==> src/hdl/adc_conv_map.svh <==
// Constants for the converter control block
// Assumes inclusion by package and modules alike
`ifndef ADC_CONV_MAP_SVH
`define ADC_CONV_MAP_SVH
`define RES_BITS 10
`define RES_HIGH_BITS 8
`define RES_LOW_BITS 2
`define START_BIT_POS 7
`define ENABLE_BIT_POS 0
`define CHAN_BITS 3
`define SAMPLE_CYCLES 8
`define SETTLE_CYCLES 5
`define RESULT_RESET 8'h00
`endif

==> src/hdl/adc_conv_pkg.sv <==
// Types for the converter control block
// Assumes adc_conv_map.svh is on the include path
`include "adc_conv_map.svh"
package adc_conv_pkg;
  typedef enum logic [1:0] {
    ST_STOP,
    ST_STANDBY,
    ST_SAMPLE,
    ST_CONVERT
  } conv_state_e;
endpackage : adc_conv_pkg

==> src/hdl/adc_conversion_control.sv <==
// Contract
// - Start bit runs one conversion, then standby
// - Clearing start mid-conversion abandons it
// - Start ignored while enable is low
// - Result split into high eight, low two
// - Result read completes before result write
// - Mode write beats a fresh result write and interrupt, but not a held one
// - Channel change keeps done flag
// - Ten-bit resolution, 1/1024 step
// - Conversion time includes sampling
// - Sample switch closed only while sampling
// - Ideal half-LSB offset transfer
// Control of a 10-bit SAR converter around its comparator
// Assumes mode writes come as one-cycle strobes on mclk
`timescale 1ns/100ps
`default_nettype none
`include "adc_conv_map.svh"
module adc_conversion_control
  import adc_conv_pkg::*;
#(
  parameter int SAMPLE_CYCLES = `SAMPLE_CYCLES
) (
  // Clock and reset
  input wire logic mclk,
  input wire logic srst,
  // Mode register write port
  input wire logic modeWrite,
  input wire logic [7:0] modeData,
  // Channel select write port
  input wire logic chanWrite,
  input wire logic [`CHAN_BITS-1:0] chanData,
  // Result read strobes
  input wire logic readHigh,
  input wire logic readLow,
  // Flag clear
  input wire logic flagClear,
  // Comparator, asynchronous
  input wire logic cmpAbove,
  // Analog front end
  output logic sampleSwitch,
  output logic [`RES_BITS-1:0] tapCode,
  output logic [`CHAN_BITS-1:0] channel,
  // Status and results
  output logic conversionStart,
  output logic converterEnable,
  output logic [`RES_HIGH_BITS-1:0] resultHigh,
  output logic [`RES_LOW_BITS-1:0] resultLow,
  output logic conversionDoneIrq,
  output logic conversionDoneFlag
);
  conv_state_e state, next_state;
  logic [15:0] sampleCount, next_sampleCount;
  logic next_start, next_enable, next_switch, next_irq, next_flag;
  logic [`CHAN_BITS-1:0] next_channel;
  logic [`RES_HIGH_BITS-1:0] next_high;
  logic [`RES_LOW_BITS-1:0] next_low;
  logic [`RES_BITS-1:0] heldResult, next_heldResult;
  logic heldPending, next_heldPending;
  logic cmpS1, cmpS2, cmpS3, cmpStable, next_cmpStable;
  logic sarBegin, sarAbort, sarDone;
  logic [`RES_BITS-1:0] sarTrial, sarValue;
  logic readAny, storeNow;
  logic [2:0] settleCount, next_settleCount;
  logic sarStep;
  logic [`RES_BITS-1:0] storeVal;

  // Comparator synchroniser
  always_ff @(posedge mclk) begin
    if (srst) begin
      cmpS1 <= 1'b0;
      cmpS2 <= 1'b0;
      cmpS3 <= 1'b0;
      cmpStable <= 1'b0;
    end else begin
      cmpS1 <= cmpAbove;
      cmpS2 <= cmpS1;
      cmpS3 <= cmpS2;
      cmpStable <= next_cmpStable;
    end
  end
  assign next_cmpStable = (cmpS2 == cmpS3) ? cmpS3 : cmpStable;

  sar_step #(.WIDTH(`RES_BITS)) u_sar (
    .mclk(mclk),
    .srst(srst),
    .begin_(sarBegin),
    .abort(sarAbort),
    .stepEn(sarStep),
    .cmpAbove(next_cmpStable),
    .trial(sarTrial),
    .done(sarDone),
    .value(sarValue)
  );

  assign readAny = readHigh | readLow;

  always_comb begin
    next_state = state;
    next_sampleCount = sampleCount;
    next_start = conversionStart;
    next_enable = converterEnable;
    next_switch = 1'b0;
    next_irq = 1'b0;
    next_flag = conversionDoneFlag;
    next_channel = channel;
    next_high = resultHigh;
    next_low = resultLow;
    next_heldResult = heldResult;
    next_heldPending = heldPending;
    sarBegin = 1'b0;
    sarAbort = 1'b0;
    storeNow = 1'b0;
    storeVal = heldResult;
    // Step only once tap and synchroniser settled
    sarStep = (settleCount == 3'(`SETTLE_CYCLES - 1));
    next_settleCount = (state != ST_CONVERT || sarStep) ? 3'h0
                                                        : settleCount + 3'h1;
    if (chanWrite) begin
      next_channel = chanData;
    end
    if (flagClear) begin
      next_flag = 1'b0;
    end
    if (modeWrite) begin
      next_enable = modeData[`ENABLE_BIT_POS];
      next_start = modeData[`START_BIT_POS] & modeData[`ENABLE_BIT_POS];
    end
    unique case (state)
      ST_STOP: begin
        if (modeWrite && modeData[`ENABLE_BIT_POS]) begin
          next_state = next_start ? ST_SAMPLE : ST_STANDBY;
          next_switch = next_start;
          next_sampleCount = '0;
        end
      end
      ST_STANDBY: begin
        if (modeWrite) begin
          if (!modeData[`ENABLE_BIT_POS]) begin
            next_state = ST_STOP;
          end else if (next_start) begin
            next_state = ST_SAMPLE;
            next_switch = 1'b1;
            next_sampleCount = '0;
          end
        end
      end
      ST_SAMPLE: begin
        next_switch = 1'b1;
        if (modeWrite && !next_start) begin
          next_switch = 1'b0;
          next_state = next_enable ? ST_STANDBY : ST_STOP;
        end else if (sampleCount == 16'(SAMPLE_CYCLES - 1)) begin
          next_switch = 1'b0;
          sarBegin = 1'b1;
          next_state = ST_CONVERT;
        end else begin
          next_sampleCount = sampleCount + 16'h0001;
        end
      end
      ST_CONVERT: begin
        if (modeWrite) begin
          sarAbort = 1'b1;
          next_state = next_enable ? (next_start ? ST_SAMPLE : ST_STANDBY)
                                   : ST_STOP;
          next_switch = next_enable & next_start;
          next_sampleCount = '0;
        end else if (sarDone) begin
          next_start = 1'b0;
          next_state = ST_STANDBY;
          next_heldResult = sarValue;
          next_heldPending = 1'b1;
        end
      end
    endcase
    if ((heldPending || sarDone && state == ST_CONVERT && !modeWrite)
        && !readAny && !(modeWrite && !heldPending)) begin
      storeNow = 1'b1;
      storeVal = heldPending ? heldResult : sarValue;
      next_heldPending = 1'b0;
    end
    if (storeNow) begin
      next_high = storeVal[`RES_BITS-1:`RES_LOW_BITS];
      next_low = storeVal[`RES_LOW_BITS-1:0];
      next_irq = 1'b1;
      next_flag = 1'b1;
    end
  end

  always_ff @(posedge mclk) begin
    if (srst) begin
      state <= ST_STOP;
      sampleCount <= '0;
      settleCount <= '0;
      conversionStart <= 1'b0;
      converterEnable <= 1'b0;
      sampleSwitch <= 1'b0;
      conversionDoneIrq <= 1'b0;
      conversionDoneFlag <= 1'b0;
      channel <= '0;
      resultHigh <= `RESULT_RESET;
      resultLow <= '0;
      heldResult <= '0;
      heldPending <= 1'b0;
      tapCode <= '0;
    end else begin
      state <= next_state;
      sampleCount <= next_sampleCount;
      settleCount <= next_settleCount;
      conversionStart <= next_start;
      converterEnable <= next_enable;
      sampleSwitch <= next_switch;
      conversionDoneIrq <= next_irq;
      conversionDoneFlag <= next_flag;
      channel <= next_channel;
      resultHigh <= next_high;
      resultLow <= next_low;
      heldResult <= next_heldResult;
      heldPending <= next_heldPending;
      tapCode <= sarTrial;
    end
  end
endmodule : adc_conversion_control
`default_nettype wire

==> src/hdl/sar_step.sv <==
// Successive-approximation sequencer, one bit per step
// Assumes a comparator answer valid each cycle it is asked
`timescale 1ns/100ps
`default_nettype none
module sar_step #(
  parameter int WIDTH = 10
) (
  // Clock and reset
  input wire logic mclk,
  input wire logic srst,
  // Control
  input wire logic begin_,
  input wire logic abort,
  input wire logic stepEn,
  // Comparator
  input wire logic cmpAbove,
  output logic [WIDTH-1:0] trial,
  // Result
  output logic done,
  output logic [WIDTH-1:0] value
);
  logic [WIDTH-1:0] sar;
  logic [WIDTH-1:0] mask;
  logic busy;
  logic [WIDTH-1:0] next_sar;
  logic [WIDTH-1:0] next_mask;
  logic next_busy;
  logic next_done;

  always_comb begin
    next_sar = sar;
    next_mask = mask;
    next_busy = busy;
    next_done = 1'b0;
    if (abort) begin
      next_busy = 1'b0;
    end else if (begin_) begin
      next_busy = 1'b1;
      next_mask = {1'b1, {(WIDTH-1){1'b0}}};
      next_sar = {1'b1, {(WIDTH-1){1'b0}}};
    end else if (busy && stepEn) begin
      next_sar = cmpAbove ? sar : (sar & ~mask);
      next_mask = mask >> 1;
      next_sar = next_sar | next_mask;
      if (mask[0]) begin
        next_busy = 1'b0;
        next_done = 1'b1;
      end
    end
  end

  always_ff @(posedge mclk) begin
    if (srst) begin
      sar <= '0;
      mask <= '0;
      busy <= 1'b0;
      done <= 1'b0;
    end else begin
      sar <= next_sar;
      mask <= next_mask;
      busy <= next_busy;
      done <= next_done;
    end
  end

  assign trial = sar;
  assign value = next_sar;
endmodule : sar_step
`default_nettype wire

==> config.mk <==
export PLATFORM = sky130hd
export DESIGN_NAME = adc_conversion_control
export DESIGN_NICKNAME = d
export VERILOG_FILES = /design/src/hdl/adc_conv_pkg.sv /design/src/hdl/adc_conversion_control.sv /design/src/hdl/sar_step.sv
export VERILOG_INCLUDE_DIRS = /design/src /design/src/hdl
export SDC_FILE = /design/constraint.sdc
export NUM_CORES = 1
export LEC_CHECK = 0
export BUFFER_PORTS_ARGS = -buffer_cell sky130_fd_sc_hd__buf_2
export CORE_AREA = 2 2 81 140
export DETAILED_ROUTE_END_ITERATION = 6
export DIE_AREA = 0 0 83 142
export PLACE_DENSITY = 0.59
export SYNTH_ARGS = -nofsm -noshare
export SYNTH_HDL_FRONTEND = slang
export SYNTH_SLANG_ARGS = --single-unit
==> constraint.sdc <==
create_clock -name mclk -period 6.27 [get_ports mclk]
set_clock_uncertainty 0.15 [all_clocks]
set_input_delay 0.3135 -clock mclk [delete_from_list [all_inputs] [get_ports mclk]]
set_output_delay 0.3135 -clock mclk [all_outputs]
set_load 0.05 [all_outputs]
=== Yosys cells after proc, flatten, opt, wreduce, memory -nomap -nowiden ===
Index checks and enable logic that the tools add are counted.

* Add/subtract/negate cells: 2
* Eq/ne operators: 17
* Multiplexer cells: 55
* Bitwise logic cells: 9
* Reductions and logical operators: 28

{| class="wikitable"
|+ Operators with widths
! kind !! count
|-
| $mux 16 || 7
|-
| $mux 10 || 8
|-
| $pmux 16 s4 || 1
|-
| $mux 1 || 27
|-
| $mux 2 || 10
|-
| $add 16x1->16 const B || 1
|-
| $eq 16x3->1 const B || 1
|-
| $ne 2x2->1 const B || 8
|-
| $and 10x10->10 || 1
|-
| $not 10->10 || 1
|-
| $or 10x9->10 || 1
|-
| $logic_and 1x1->1 || 8
|-
| $pmux 2 s4 || 1
|-
| $reduce_and 7->1 || 1
|-
| $ne 3x3->1 const B || 2
|-
| $reduce_bool 2->1 || 3
|-
| $reduce_or 2->1 || 3
|-
| $logic_not 1->1 || 5
|-
| $reduce_and 5->1 || 1
|-
| $eq 2x2->1 const B || 2
|-
| $pmux 1 s4 || 1
|-
| $reduce_and 2->1 || 2
|-
| $reduce_or 4->1 || 1
|-
| $add 3x1->3 const B || 1
|-
| other kinds (10) || 14
|}

* Flip-flop bits (word level): 86

=== Depth between registers and ports, before layout ===
Gate-level depths: netlist of the first run.

* Depth after elaboration: 10
* Gate-level depth with buffers: 8
* Depth with buffers taken out: 7

=== Modules after synthesis ===
A second synthesis of the first run with hierarchy kept.

* Cell total of the unflattened synthesis: 410
* Area total of the unflattened synthesis: 3913.8 µm²

{| class="wikitable"
|+ Modules (own cells, without submodules)
! module !! times used !! cells an instance !! area each (µm²)
|-
| adc_conversion_control || 1 || 308 || 2860.2
|-
| sar_step || 1 || 102 || 1053.5
|}

=== Worst setup path before layout of the first run ===
OpenSTA, ideal clock, no wires.

* Kind: register -> register
* Start point: register sampleCount[0]
* End point: register state[0]
* Setup time: 0.071 ns
* Arrival time: 1.741 ns
* Data required time: 6.049 ns
* Slack: 4.309 ns
* Cell stages (with the launch flop): 7
* Path buffers: 0
* Path through: dfxtp_1 ha_1 and4bb_2 nand4_2 and2_4 or4b_1 a21oi_1

* Cells in the longest elaborated chain, start to end: 3

{| class="wikitable"
|+ Ends and longest elaborated chain
! element !! RTL line !! source
|-
| start, declared || adc_conversion_control.sv:52 || <nowiki>logic [15:0] sampleCount, next_sampleCount;</nowiki>
|-
| start signal, assigned || adc_conversion_control.sv:207 || <nowiki>sampleCount <= next_sampleCount;</nowiki>
|-
| $eq 16x3->1 || adc_conversion_control.sv:152 || <nowiki>end else if (sampleCount == 16'(SAMPLE_CYCLES - 1)) begin</nowiki>
|-
| $ne 3x3->1 (no line) || n/a ||
|-
| $reduce_and 5->1 (no line) || n/a ||
|-
| end signal, assigned || adc_conversion_control.sv:206 || <nowiki>state <= next_state;</nowiki>
|-
| end, declared || adc_conversion_control.sv:51 || <nowiki>conv_state_e state, next_state;</nowiki>
|}

Every way passes these cells.
A chain may end at the register's enable or synchronous reset.

=== Final worst setup path of the first run ===
* Start point: register state[1]
* End point: register resultHigh[0]

* Cells in the longest elaborated chain, start to end: 7
* Elaborated cells between the ends (all ways): 14
* Classes of those cells: eq/ne (2); mux (7); reduce/logical (5)

{| class="wikitable"
|+ Ends and longest elaborated chain
! element !! RTL line !! source
|-
| branches (longest 7 deep; another with $mux 10) || n/a ||
|-
| end signal, assigned || adc_conversion_control.sv:200 || <nowiki>resultHigh <= `RESULT_RESET;</nowiki>
|-
| end signal, assigned || adc_conversion_control.sv:215 || <nowiki>resultHigh <= next_high;</nowiki>
|-
| end, declared || adc_conversion_control.sv:46 || <nowiki>output logic [`RES_HIGH_BITS-1:0] resultHigh,</nowiki>
|}

Several ways; the timed one is not identified.

==> flow_metrics.env, run 1 <==
export IMPL_slew_viol_final=0
export IMPL_n_fill_cell=1088
export IMPL_hp_class="input pin to flip-flop"
export IMPL_yosys_warnings=0
export IMPL_ys_seq_area_share_pct=47.32
export IMPL_clkLatencyLatePin_ps=340
export IMPL_synth_ff_type="dfxtp_1"
export IMPL_final_cell_mix="86 x dfxtp_1, 40 x buf_2, 36 x nor2_1"
export IMPL_dp_hpwl_um=5738
export IMPL_syn_inst=404
export IMPL_cts_htree_levels=3
export IMPL_ys_types=56
export IMPL_power_density_mw_per_mm2=293.1
export IMPL_detail_route_antenna_nets=0
export IMPL_status="completed"
export IMPL_routabilityCongestion=0.7870
export IMPL_setup_viol=0
export IMPL_fp_dieW_um=83
export IMPL_grt_pass1_wl_um=14100
export IMPL_syn_nets=426
export IMPL_antenna_found_initial=0
export IMPL_clk_pin_slew_ps=60
export IMPL_finalHoldViolCount=0
export IMPL_timing_final_crit_period_ps=2769
export IMPL_rows=50
export IMPL_cp_arrival_ps=2880
export IMPL_power_leakage_nw=1.538
export IMPL_root_buffer="clkbuf_16"
export IMPL_post_cts_resized=0
export IMPL_route_detailed_drc=0
export IMPL_wl_met1_um=3540
export IMPL_worst_setup_path_type="flip-flop to flip-flop"
export IMPL_clockBufferDepth=2
export IMPL_dr_pass1_iters=4
export IMPL_syn_area_mm2=0.003638
export IMPL_drt_wirelength_per_cell_um=14.73
export IMPL_cts_buffers=9
export IMPL_postCtsSetupBuffers=0
export IMPL_nets=455
export IMPL_max_stage_delay_ps=790
export IMPL_cts_sinks=86
export IMPL_routed_wl_um=8367
export IMPL_grt_pass1_vias=2886
export IMPL_coreArea_mm2=0.01070
export IMPL_portBuffers=40
export IMPL_initialDrtViolationCount=183
export IMPL_grt_overflow=0
export IMPL_relSlewSlack_pct=34.73
export IMPL_synthArstFlopShare_pct=0
export IMPL_areaGrowthSynthToFinish_pct=15.27
export IMPL_route_met2_wl_um=4231
export IMPL_synth_edf_count=0
export IMPL_multi_input_area_mm2=0.001740
export IMPL_cp_end_kind="flip-flop"
export IMPL_setup_tns_ps=0
export IMPL_tritoncts="done"
export IMPL_timing_hold_ws_ps=50.95
export IMPL_slowest_stage="and4b_1"
export IMPL_track_usage_pct=14.77
export IMPL_dieArea_mm2=0.01179
export IMPL_worstPathRequired_ps=6380
export IMPL_die_y_um=142
export IMPL_pin_count=47
export IMPL_start_util_pct=34.01
export IMPL_ctsHoldBuffers=0
export IMPL_maxCapViolations=0
export IMPL_diodes=0
export IMPL_peakVddDrop_v=0.0001657
export IMPL_crit_fanout=22
export IMPL_layout_drive_gt1_share_pct=15.30
export IMPL_crit_chain="and4b_1, nor2_1, nor4_4, o21ai_0, o21ai_0"
export IMPL_startpoint_type="flip-flop"
export IMPL_avgSynthCellArea_um2=9.006
export IMPL_grt_max_degree=56
export IMPL_worst_pin_slew_ps=971.5
export IMPL_cp_common_cell="o21ai_0"
export IMPL_ys_ff_latch=86
export IMPL_dr_max_layer_used="met4"
export IMPL_final_common_cell="dfxtp_1"
export IMPL_vias_per_cell=5.357
export IMPL_wl_met3_um=305
export IMPL_register_area_mm2=0.001722
export IMPL_fmax_mhz=361.2
export IMPL_num_vias=3043
export IMPL_period_share_pct=44.16
export IMPL_grt_setup_unrepaired="no"
## cell families (layout without fill, tap and decap cells)
| family | count (synthesis) | after routing | synth area share [%] |
|---|---|---|---|
| AND/OR/NAND/NOR | 147 | 147 | 22.80 |
| multiplexers | 6 | 6 | 1.651 |
| AO/OA/AOI/OAI | 124 | 124 | 21.84 |
| buffers and inverters | 36 | 70 | 4.848 |
| adder cells (fa/ha/maj) | 4 | 4 | 1.307 |
| flip-flops | 86 | 86 | 47.32 |
| XOR/XNOR | 1 | 1 | 0.2408 |
## routing by layer
layer	GRT usage [%]	up-vias
li1	-	1526
met1	17.18	1435
met2	24.96	68
met3	3.828	14
met4	7.506	0
met5	0	-
## synth_stat cells (all sizes together), types with 6 or more instances
| cell | instances | share of area, % |
|---|---|---|
| nor2b | 28 | 4.8 |
| dfxtp | 86 | 47 |
| or4 | 12 | 2.5 |
| o22ai | 10 | 1.7 |
| nand3 | 10 | 1.4 |
| nand2 | 26 | 2.7 |
| buf | 15 | 2.7 |
| mux2i | 6 | 1.7 |
| a211oi | 12 | 2.5 |
| inv | 12 | 1.2 |
| clkbuf | 9 | 0.93 |
| nor2 | 37 | 3.9 |
| nor3 | 7 | 1.1 |
| a21boi | 9 | 1.9 |
| o21ai | 34 | 4.8 |
| a21oi | 27 | 3.8 |
| o31ai | 7 | 1.4 |
## power breakdown
part	leakage [nW]	internal, mW	switching [mW]
clock	0.148	0.350	0.207
sequential	0.694	0.555	0.0169
combinational	0.695	0.0339	0.0654
total	1.54	0.939	0.290
## sequential cells by signal (all words and copies together), names as in the netlist
register / flops
u_sar.done: 1
sampleCount: 16
state: 2
sampleSwitch: 1
resultLow: 2
u_sar.mask: 10
resultHigh: 8
u_sar.busy: 1
heldResult: 10
u_sar.trial: 10
conversionDoneFlag: 1
cmpS3: 1
cmpS2: 1
cmpStable: 1
tapCode: 10
settleCount: 3
channel: 3
heldPending: 1
conversionDoneIrq: 1
conversionStart: 1
converterEnable: 1
cmpS1: 1
## critical path, delay by kind of cell, from the launching register on
kind | cells | cell delay (ps)
AOI/OAI and AO/OA | 2 | 360
DFF | 1 | 610
and+or+nand+nor | 3 | 1560
## through the flow
step | cells | area (um^2) | power, mW | worst slack, ps | util (%)
5_1_grt | 568 | 4194 | 1.280 | 3174 | 39.20
3_5_place_dp | 552 | 3885 | 0.6840 | 3514 | 36.32
3_3_place_gp | 552 | 3885 | 0.6811 | 3611 | 36.32
6_report | 568 | 4194 | 1.229 | 3501 | 39.20
2_1_floorplan | 404 | 3638 | 0.6706 | 4309 | -
4_1_cts | 568 | 4194 | 1.242 | 3499 | 39.20
## final cells by class
type                    count  share of cell area (%)
flip-flops and latches     86                   41.05
multi-input cells         282                   41.50
clock inverters             3                   1.641
repair buffers             42                   5.131
inverters                  12                   1.074
well taps                 130                   3.878
clock buffers              13                   5.728
## worst paths after layout
check	from	to	slack, ps	cells after the start
min reg2reg	cmpS1	cmpS2	280	1
max reg2reg	state[1]	resultHigh[0]	3500	5
min	cmpAbove	cmpS1	50	2
max	state[1]	resultHigh[0]	3500	5
(Power assumes the default switching activity.)
==> inputs of run 2 (changes only) <==
PLACE_DENSITY = 0.61   (was 0.59)
clock period = 2.3 ns   (was 6.27 ns; I/O delays follow)
==> run 2 against run 1 <==
Net effect: sequential power grew to 2.7 times the previous value; critical path depth grew 3; setup slack worse by 3300 ps; largest cell class unchanged; final area grew 5.2%; cell count increased by 4.9%; non-clock buffer count increased by 28; highest routed layer unchanged; flip-flop and latch count stayed put; combinational power rose to 3.6 times the previous value.
==> flow_metrics.env, run 2 (synthesized netlist as in run 1, its figures left out) <==
export IMPL_dieArea_mm2=0.01179
export IMPL_vias_per_cell=5.237
export IMPL_maxCapViolations=0
export IMPL_diodes=0
export IMPL_grt_pass1_vias=3014
export IMPL_fmax_mhz=485.2
export IMPL_top_register="sampleCount"
export IMPL_cp_end_kind="flip-flop"
export IMPL_cts_htree_levels=3
export IMPL_postCtsSetupBuffers=0
export IMPL_period_share_pct=89.61
export IMPL_status="completed"
export IMPL_crit_fanout=9
export IMPL_final_common_cell="dfxtp_1"
export IMPL_num_vias=3121
export IMPL_timing_final_crit_period_ps=2061
export IMPL_startpoint_type="flip-flop"
export IMPL_tritoncts="done"
export IMPL_placed_area_mm2=0.004033
export IMPL_start_util_pct=34.01
export IMPL_final_cell_mix="86 x dfxtp_1, 40 x buf_2, 36 x nor2_1"
export IMPL_clkLatencyLatePin_ps=350
export IMPL_fp_dieW_um=83
export IMPL_multi_input_area_mm2=0.001740
export IMPL_drt_wirelength_per_cell_um=14.71
export IMPL_initialDrtViolationCount=130
export IMPL_portBuffers=40
export IMPL_n_fill_cell=1072
export IMPL_post_route_cell_area_mm2=0.004412
export IMPL_post_cts_resized=0
export IMPL_finalWorstSetupSlack_ps=239.0
export IMPL_final_util_pct=41.24
export IMPL_setup_tns_ps=0
export IMPL_detail_route_antenna_nets=0
export IMPL_pin_count=47
export IMPL_dr_pass1_iters=4
export IMPL_clk_pin_slew_ps=70
export IMPL_root_buffer="clkbuf_16"
export IMPL_grt_max_degree=33
export IMPL_post_place_ws_ps=231.4
export IMPL_grt_setup_unrepaired="no"
export IMPL_dp_hpwl_um=6168
export IMPL_slew_viol_final=0
export IMPL_antenna_found_initial=0
export IMPL_clockBufferDepth=2
export IMPL_routed_wl_um=8768
export IMPL_relSlewSlack_pct=66.72
export IMPL_comb_power_share_pct=10.9
export IMPL_route_detailed_drc=0
export IMPL_cts_sinks=86
export IMPL_cts_buffers=9
export IMPL_worstPathRequired_ps=2370
export IMPL_worst_setup_path_type="flip-flop to flip-flop"
export IMPL_nets=483
export IMPL_layout_drive_gt1_share_pct=19.10
export IMPL_setup_viol=0
export IMPL_areaGrowthSynthToFinish_pct=21.25
export IMPL_clkPwrFrac_pct=42.2
export IMPL_register_area_mm2=0.001722
export IMPL_die_y_um=142
export IMPL_internal_power_mw=2.401
export IMPL_worst_pin_slew_ps=497.8
export IMPL_peakVddDrop_v=0.0004076
export IMPL_power_leakage_nw=1.665
export IMPL_grt_overflow=0
export IMPL_p_seq_share_pct=46.9
export IMPL_p_sw_uw=874.3
export IMPL_largest_reg_flops=16
export IMPL_coreArea_mm2=0.01070
export IMPL_routabilityCongestion=0.8313
export IMPL_hp_class="input pin to flip-flop"
export IMPL_rows=50
export IMPL_fin_total_pwr_mw=3.275
export IMPL_grt_pass1_wl_um=14410
export IMPL_track_usage_pct=15.20
export IMPL_cp_arrival_ps=2130
export IMPL_power_density_mw_per_mm2=742.4
export IMPL_switching_share_pct=26.69
export IMPL_finalHoldViolCount=0
==> run 2: cell types whose count changed in the layout (fill, tap and decap cells not counted), sizes merged <==
cell         delta
buf            +18
dlygate4sd3    +10
clkinv          +2
clkbuf          -4
inv             +4
bufinv          -2
==> run 2: power by group through the flow <==
stage / Combinational, mW / Clock, mW / Sequential [mW]
6_report: 0.356 / 1.38 / 1.54
5_1_grt: 0.390 / 1.48 / 1.54
4_1_cts: 0.356 / 1.41 / 1.54
3_5_place_dp: 0.340 / 0 / 1.57
3_3_place_gp: 0.334 / 0 / 1.57
2_1_floorplan: 0.240 / 0 / 1.59
==> run 2: final cells by class <==
| class | instances | share of cell area (%) |
|---|---|---|
| tap | 130 | 3.687 |
| sequential | 86 | 39.02 |
| clock buffer | 9 | 5.105 |
| multi-input combinational | 282 | 39.45 |
| timing repair buffer | 70 | 10.49 |
| clock inverter | 7 | 1.220 |
| inverter | 12 | 1.021 |
==> run 2: metal layers <==
layer | up-vias | wire length, um | track usage, %
met5 | - | 0 | 0
met2 | 57 | 4543 | 27.25
met4 | 0 | 342 | 8.283
met1 | 1465 | 3618 | 16.38
li1 | 1578 | - | -
met3 | 21 | 264 | 3.538
==> run 2: critical path, stage by stage, from the launching register on <==
cell	delay, ps
dfxtp_1	330
inv_1	60
ha_1	170
nand3_1	260
nor3_2	230
buf_4	180
nand2_1	60
a22oi_1	370
a211oi_1	140
==> run 2: per-stage QoR <==
step / hold slack, ps / cells
floorplan: 93.18 / 404
global placement: 178.0 / 570
detailed placement: 181.2 / 570
CTS: 9.671 / 596
global route: 45.64 / 596
finish: 13.50 / 596
==> run 2: path summary, 6_finish.rpt <==
path,start,to,slack [ps],depth (start not counted)
worst max register to register,settleCount[0],heldResult[0],240,8
worst min-delay path,modeData[0],converterEnable,10,3
worst max-delay path,settleCount[0],heldResult[0],240,8
worst min register to register,cmpS1,cmpS2,300,1
==> run 2: what timing repair did <==
action	CTS	global route
hold buffers	10	0
setup endpoints to repair	0	0
hold endpoints to repair	6	0
==> inputs of run 3 (changes only) <==
CORE_AREA = 2 2 66 114   (was 2 2 81 140)
DIE_AREA = 0 0 68 116   (was 0 0 83 142)
PLACE_DENSITY = 0.8   (was 0.61)
clock period = 2.25 ns   (was 2.3 ns; I/O delays follow)
==> run 3 against run 2 <==
Net effect: setup slack worse by 83 ps; via count is 0.54% higher; combinational power is 5% lower; flip-flop and latch count stayed put; hold slack worse by 3.8 ps; critical endpoint is now resultHigh[1].
==> flow_metrics.env, run 3 (synthesized netlist as in run 1, its figures left out) <==
export IMPL_status="completed"
export IMPL_layout_drive_gt1_share_pct=18.52
export IMPL_p_sw_uw=803.4
export IMPL_fmax_mhz=477.6
export IMPL_switching_share_pct=23.63
export IMPL_routabilityCongestion=0.8255
export IMPL_route_met2_wl_um=4478
export IMPL_start_util_pct=52.68
export IMPL_top_register="sampleCount"
export IMPL_post_place_ws_ps=120.4
export IMPL_register_area_mm2=0.001722
export IMPL_final_util_pct=62.72
export IMPL_crit_fanout=9
export IMPL_tritoncts="done"
export IMPL_timing_final_crit_period_ps=2094
export IMPL_final_cell_mix="86 x dfxtp_1, 40 x buf_2, 36 x nor2_1"
export IMPL_startpoint_type="flip-flop"
export IMPL_dr_pass1_iters=4
export IMPL_worst_setup_path_type="flip-flop to flip-flop"
export IMPL_peakVddDrop_v=0.0005405
export IMPL_largest_reg_flops=16
export IMPL_maxCapViolations=0
export IMPL_placed_area_mm2=0.003938
export IMPL_routed_wl_um=8258
export IMPL_diodes=0
export IMPL_die_y_um=116
export IMPL_finalHoldViolCount=0
export IMPL_worst_pin_slew_ps=493.3
export IMPL_grt_overflow=0
export IMPL_route_detailed_drc=0
export IMPL_antenna_found_initial=0
export IMPL_clkLatencyLatePin_ps=330
export IMPL_slew_viol_final=0
export IMPL_wl_met1_um=3284
export IMPL_num_vias=3138
export IMPL_grt_pass1_wl_um=14030
export IMPL_initialDrtViolationCount=250
export IMPL_dr_max_layer_used="met4"
export IMPL_final_common_cell="dfxtp_1"
export IMPL_power_leakage_nw=1.644
export IMPL_fp_dieW_um=68
export IMPL_vias_per_cell=5.779
export IMPL_internal_power_mw=2.597
export IMPL_timing_hold_ws_ps=9.735
export IMPL_power_density_mw_per_mm2=785.0
export IMPL_grt_pass1_vias=3024
export IMPL_relSlewSlack_pct=67.11
export IMPL_multi_input_area_mm2=0.001753
export IMPL_areaGrowthSynthToFinish_pct=19.05
export IMPL_period_share_pct=93.06
export IMPL_nets=476
export IMPL_setup_viol=0
export IMPL_clockBufferDepth=2
export IMPL_post_route_cell_area_mm2=0.004332
export IMPL_comb_power_share_pct=9.9
export IMPL_portBuffers=40
export IMPL_finalWorstSetupSlack_ps=156.2
export IMPL_wl_met3_um=254
export IMPL_cp_arrival_ps=2140
export IMPL_cts_htree_levels=3
export IMPL_clk_pin_slew_ps=60
export IMPL_drt_wirelength_per_cell_um=15.21
export IMPL_cts_sinks=86
export IMPL_hp_class="input pin to flip-flop"
export IMPL_pin_count=47
export IMPL_rows=40
export IMPL_fin_total_pwr_mw=3.400
export IMPL_n_fill_cell=604
export IMPL_worstPathRequired_ps=2300
export IMPL_clkPwrFrac_pct=43.5
export IMPL_dp_hpwl_um=5609
export IMPL_cp_end_kind="flip-flop"
export IMPL_track_usage_pct=23.56
export IMPL_dieArea_mm2=0.007888
export IMPL_coreArea_mm2=0.006907
export IMPL_p_seq_share_pct=46.6
export IMPL_cts_buffers=9
export IMPL_grt_max_degree=31
export IMPL_root_buffer="clkbuf_16"
export IMPL_detail_route_antenna_nets=0
[run 3: cell count changes in the layout (fill, tap and decap cells not counted), moves of 2 or more]
| cell | delta |
|---|---|
| inv_6 | -4 |
| buf_4 | -5 |
| clkbuf_8 | +2 |
| dlygate4sd3_1 | -2 |
[run 3: final cells by class]
cell class	instances	share of cell area, %
well taps	84	2.426
flip-flops and latches	86	39.75
multi-input cells	282	40.47
clock buffers	12	5.921
clock inverters	4	1.040
repair buffers	63	9.359
inverters	12	1.040
[run 3: path summary, 6_finish.rpt]
| kind | start | endpoint | slack [ps] | cells after the start |
|---|---|---|---|---|
| worst max-delay path | settleCount[0] | resultHigh[1] | 160 | 8 |
| worst min-delay path | modeData[0] | converterEnable | 10 | 3 |
| worst max register to register | settleCount[0] | resultHigh[1] | 160 | 8 |
| worst min register to register | cmpS1 | cmpS2 | 290 | 1 |
[run 3: power groups by stage]
stage	logic, mW	clock network, mW	registers, mW
after CTS	0.336	1.52	1.58
after floorplan	0.245	0	1.62
final	0.337	1.48	1.58
after global placement	0.309	0	1.61
after detailed placement	0.319	0	1.62
after global routing	0.376	1.59	1.59
[run 3: metrics by stage]
step,std cells,setup TNS (ps)
6_report,543,0
3_3_place_gp,519,0
3_5_place_dp,519,0
2_1_floorplan,404,0
4_1_cts,543,0
5_1_grt,543,-3.567
[run 3: what timing repair did]
item / 4_1_cts / 5_1_grt
hold buffers: 8 / 0
endpoints found under the hold margin: 5 / 0
buffers inserted: 0 / 0
gates resized for setup: 0 / 4
setup endpoints to repair: 0 / 13
[run 3: layer usage]
metal | GRT usage, % | up-vias
met4 | 13.07 | 0
met5 | 0 | -
met2 | 40.39 | 69
met3 | 5.631 | 18
met1 | 25.86 | 1491
li1 | - | 1560
[run 3: worst max-delay path, cell delays in order, from the launching register on]
cell and delay [ps]:
dfxtp_1 330, inv_1 60, ha_1 220, nand3_1 190, nor3_2 190, buf_4 180
a21boi_0 90, a21oi_1 380, o21ai_0 160
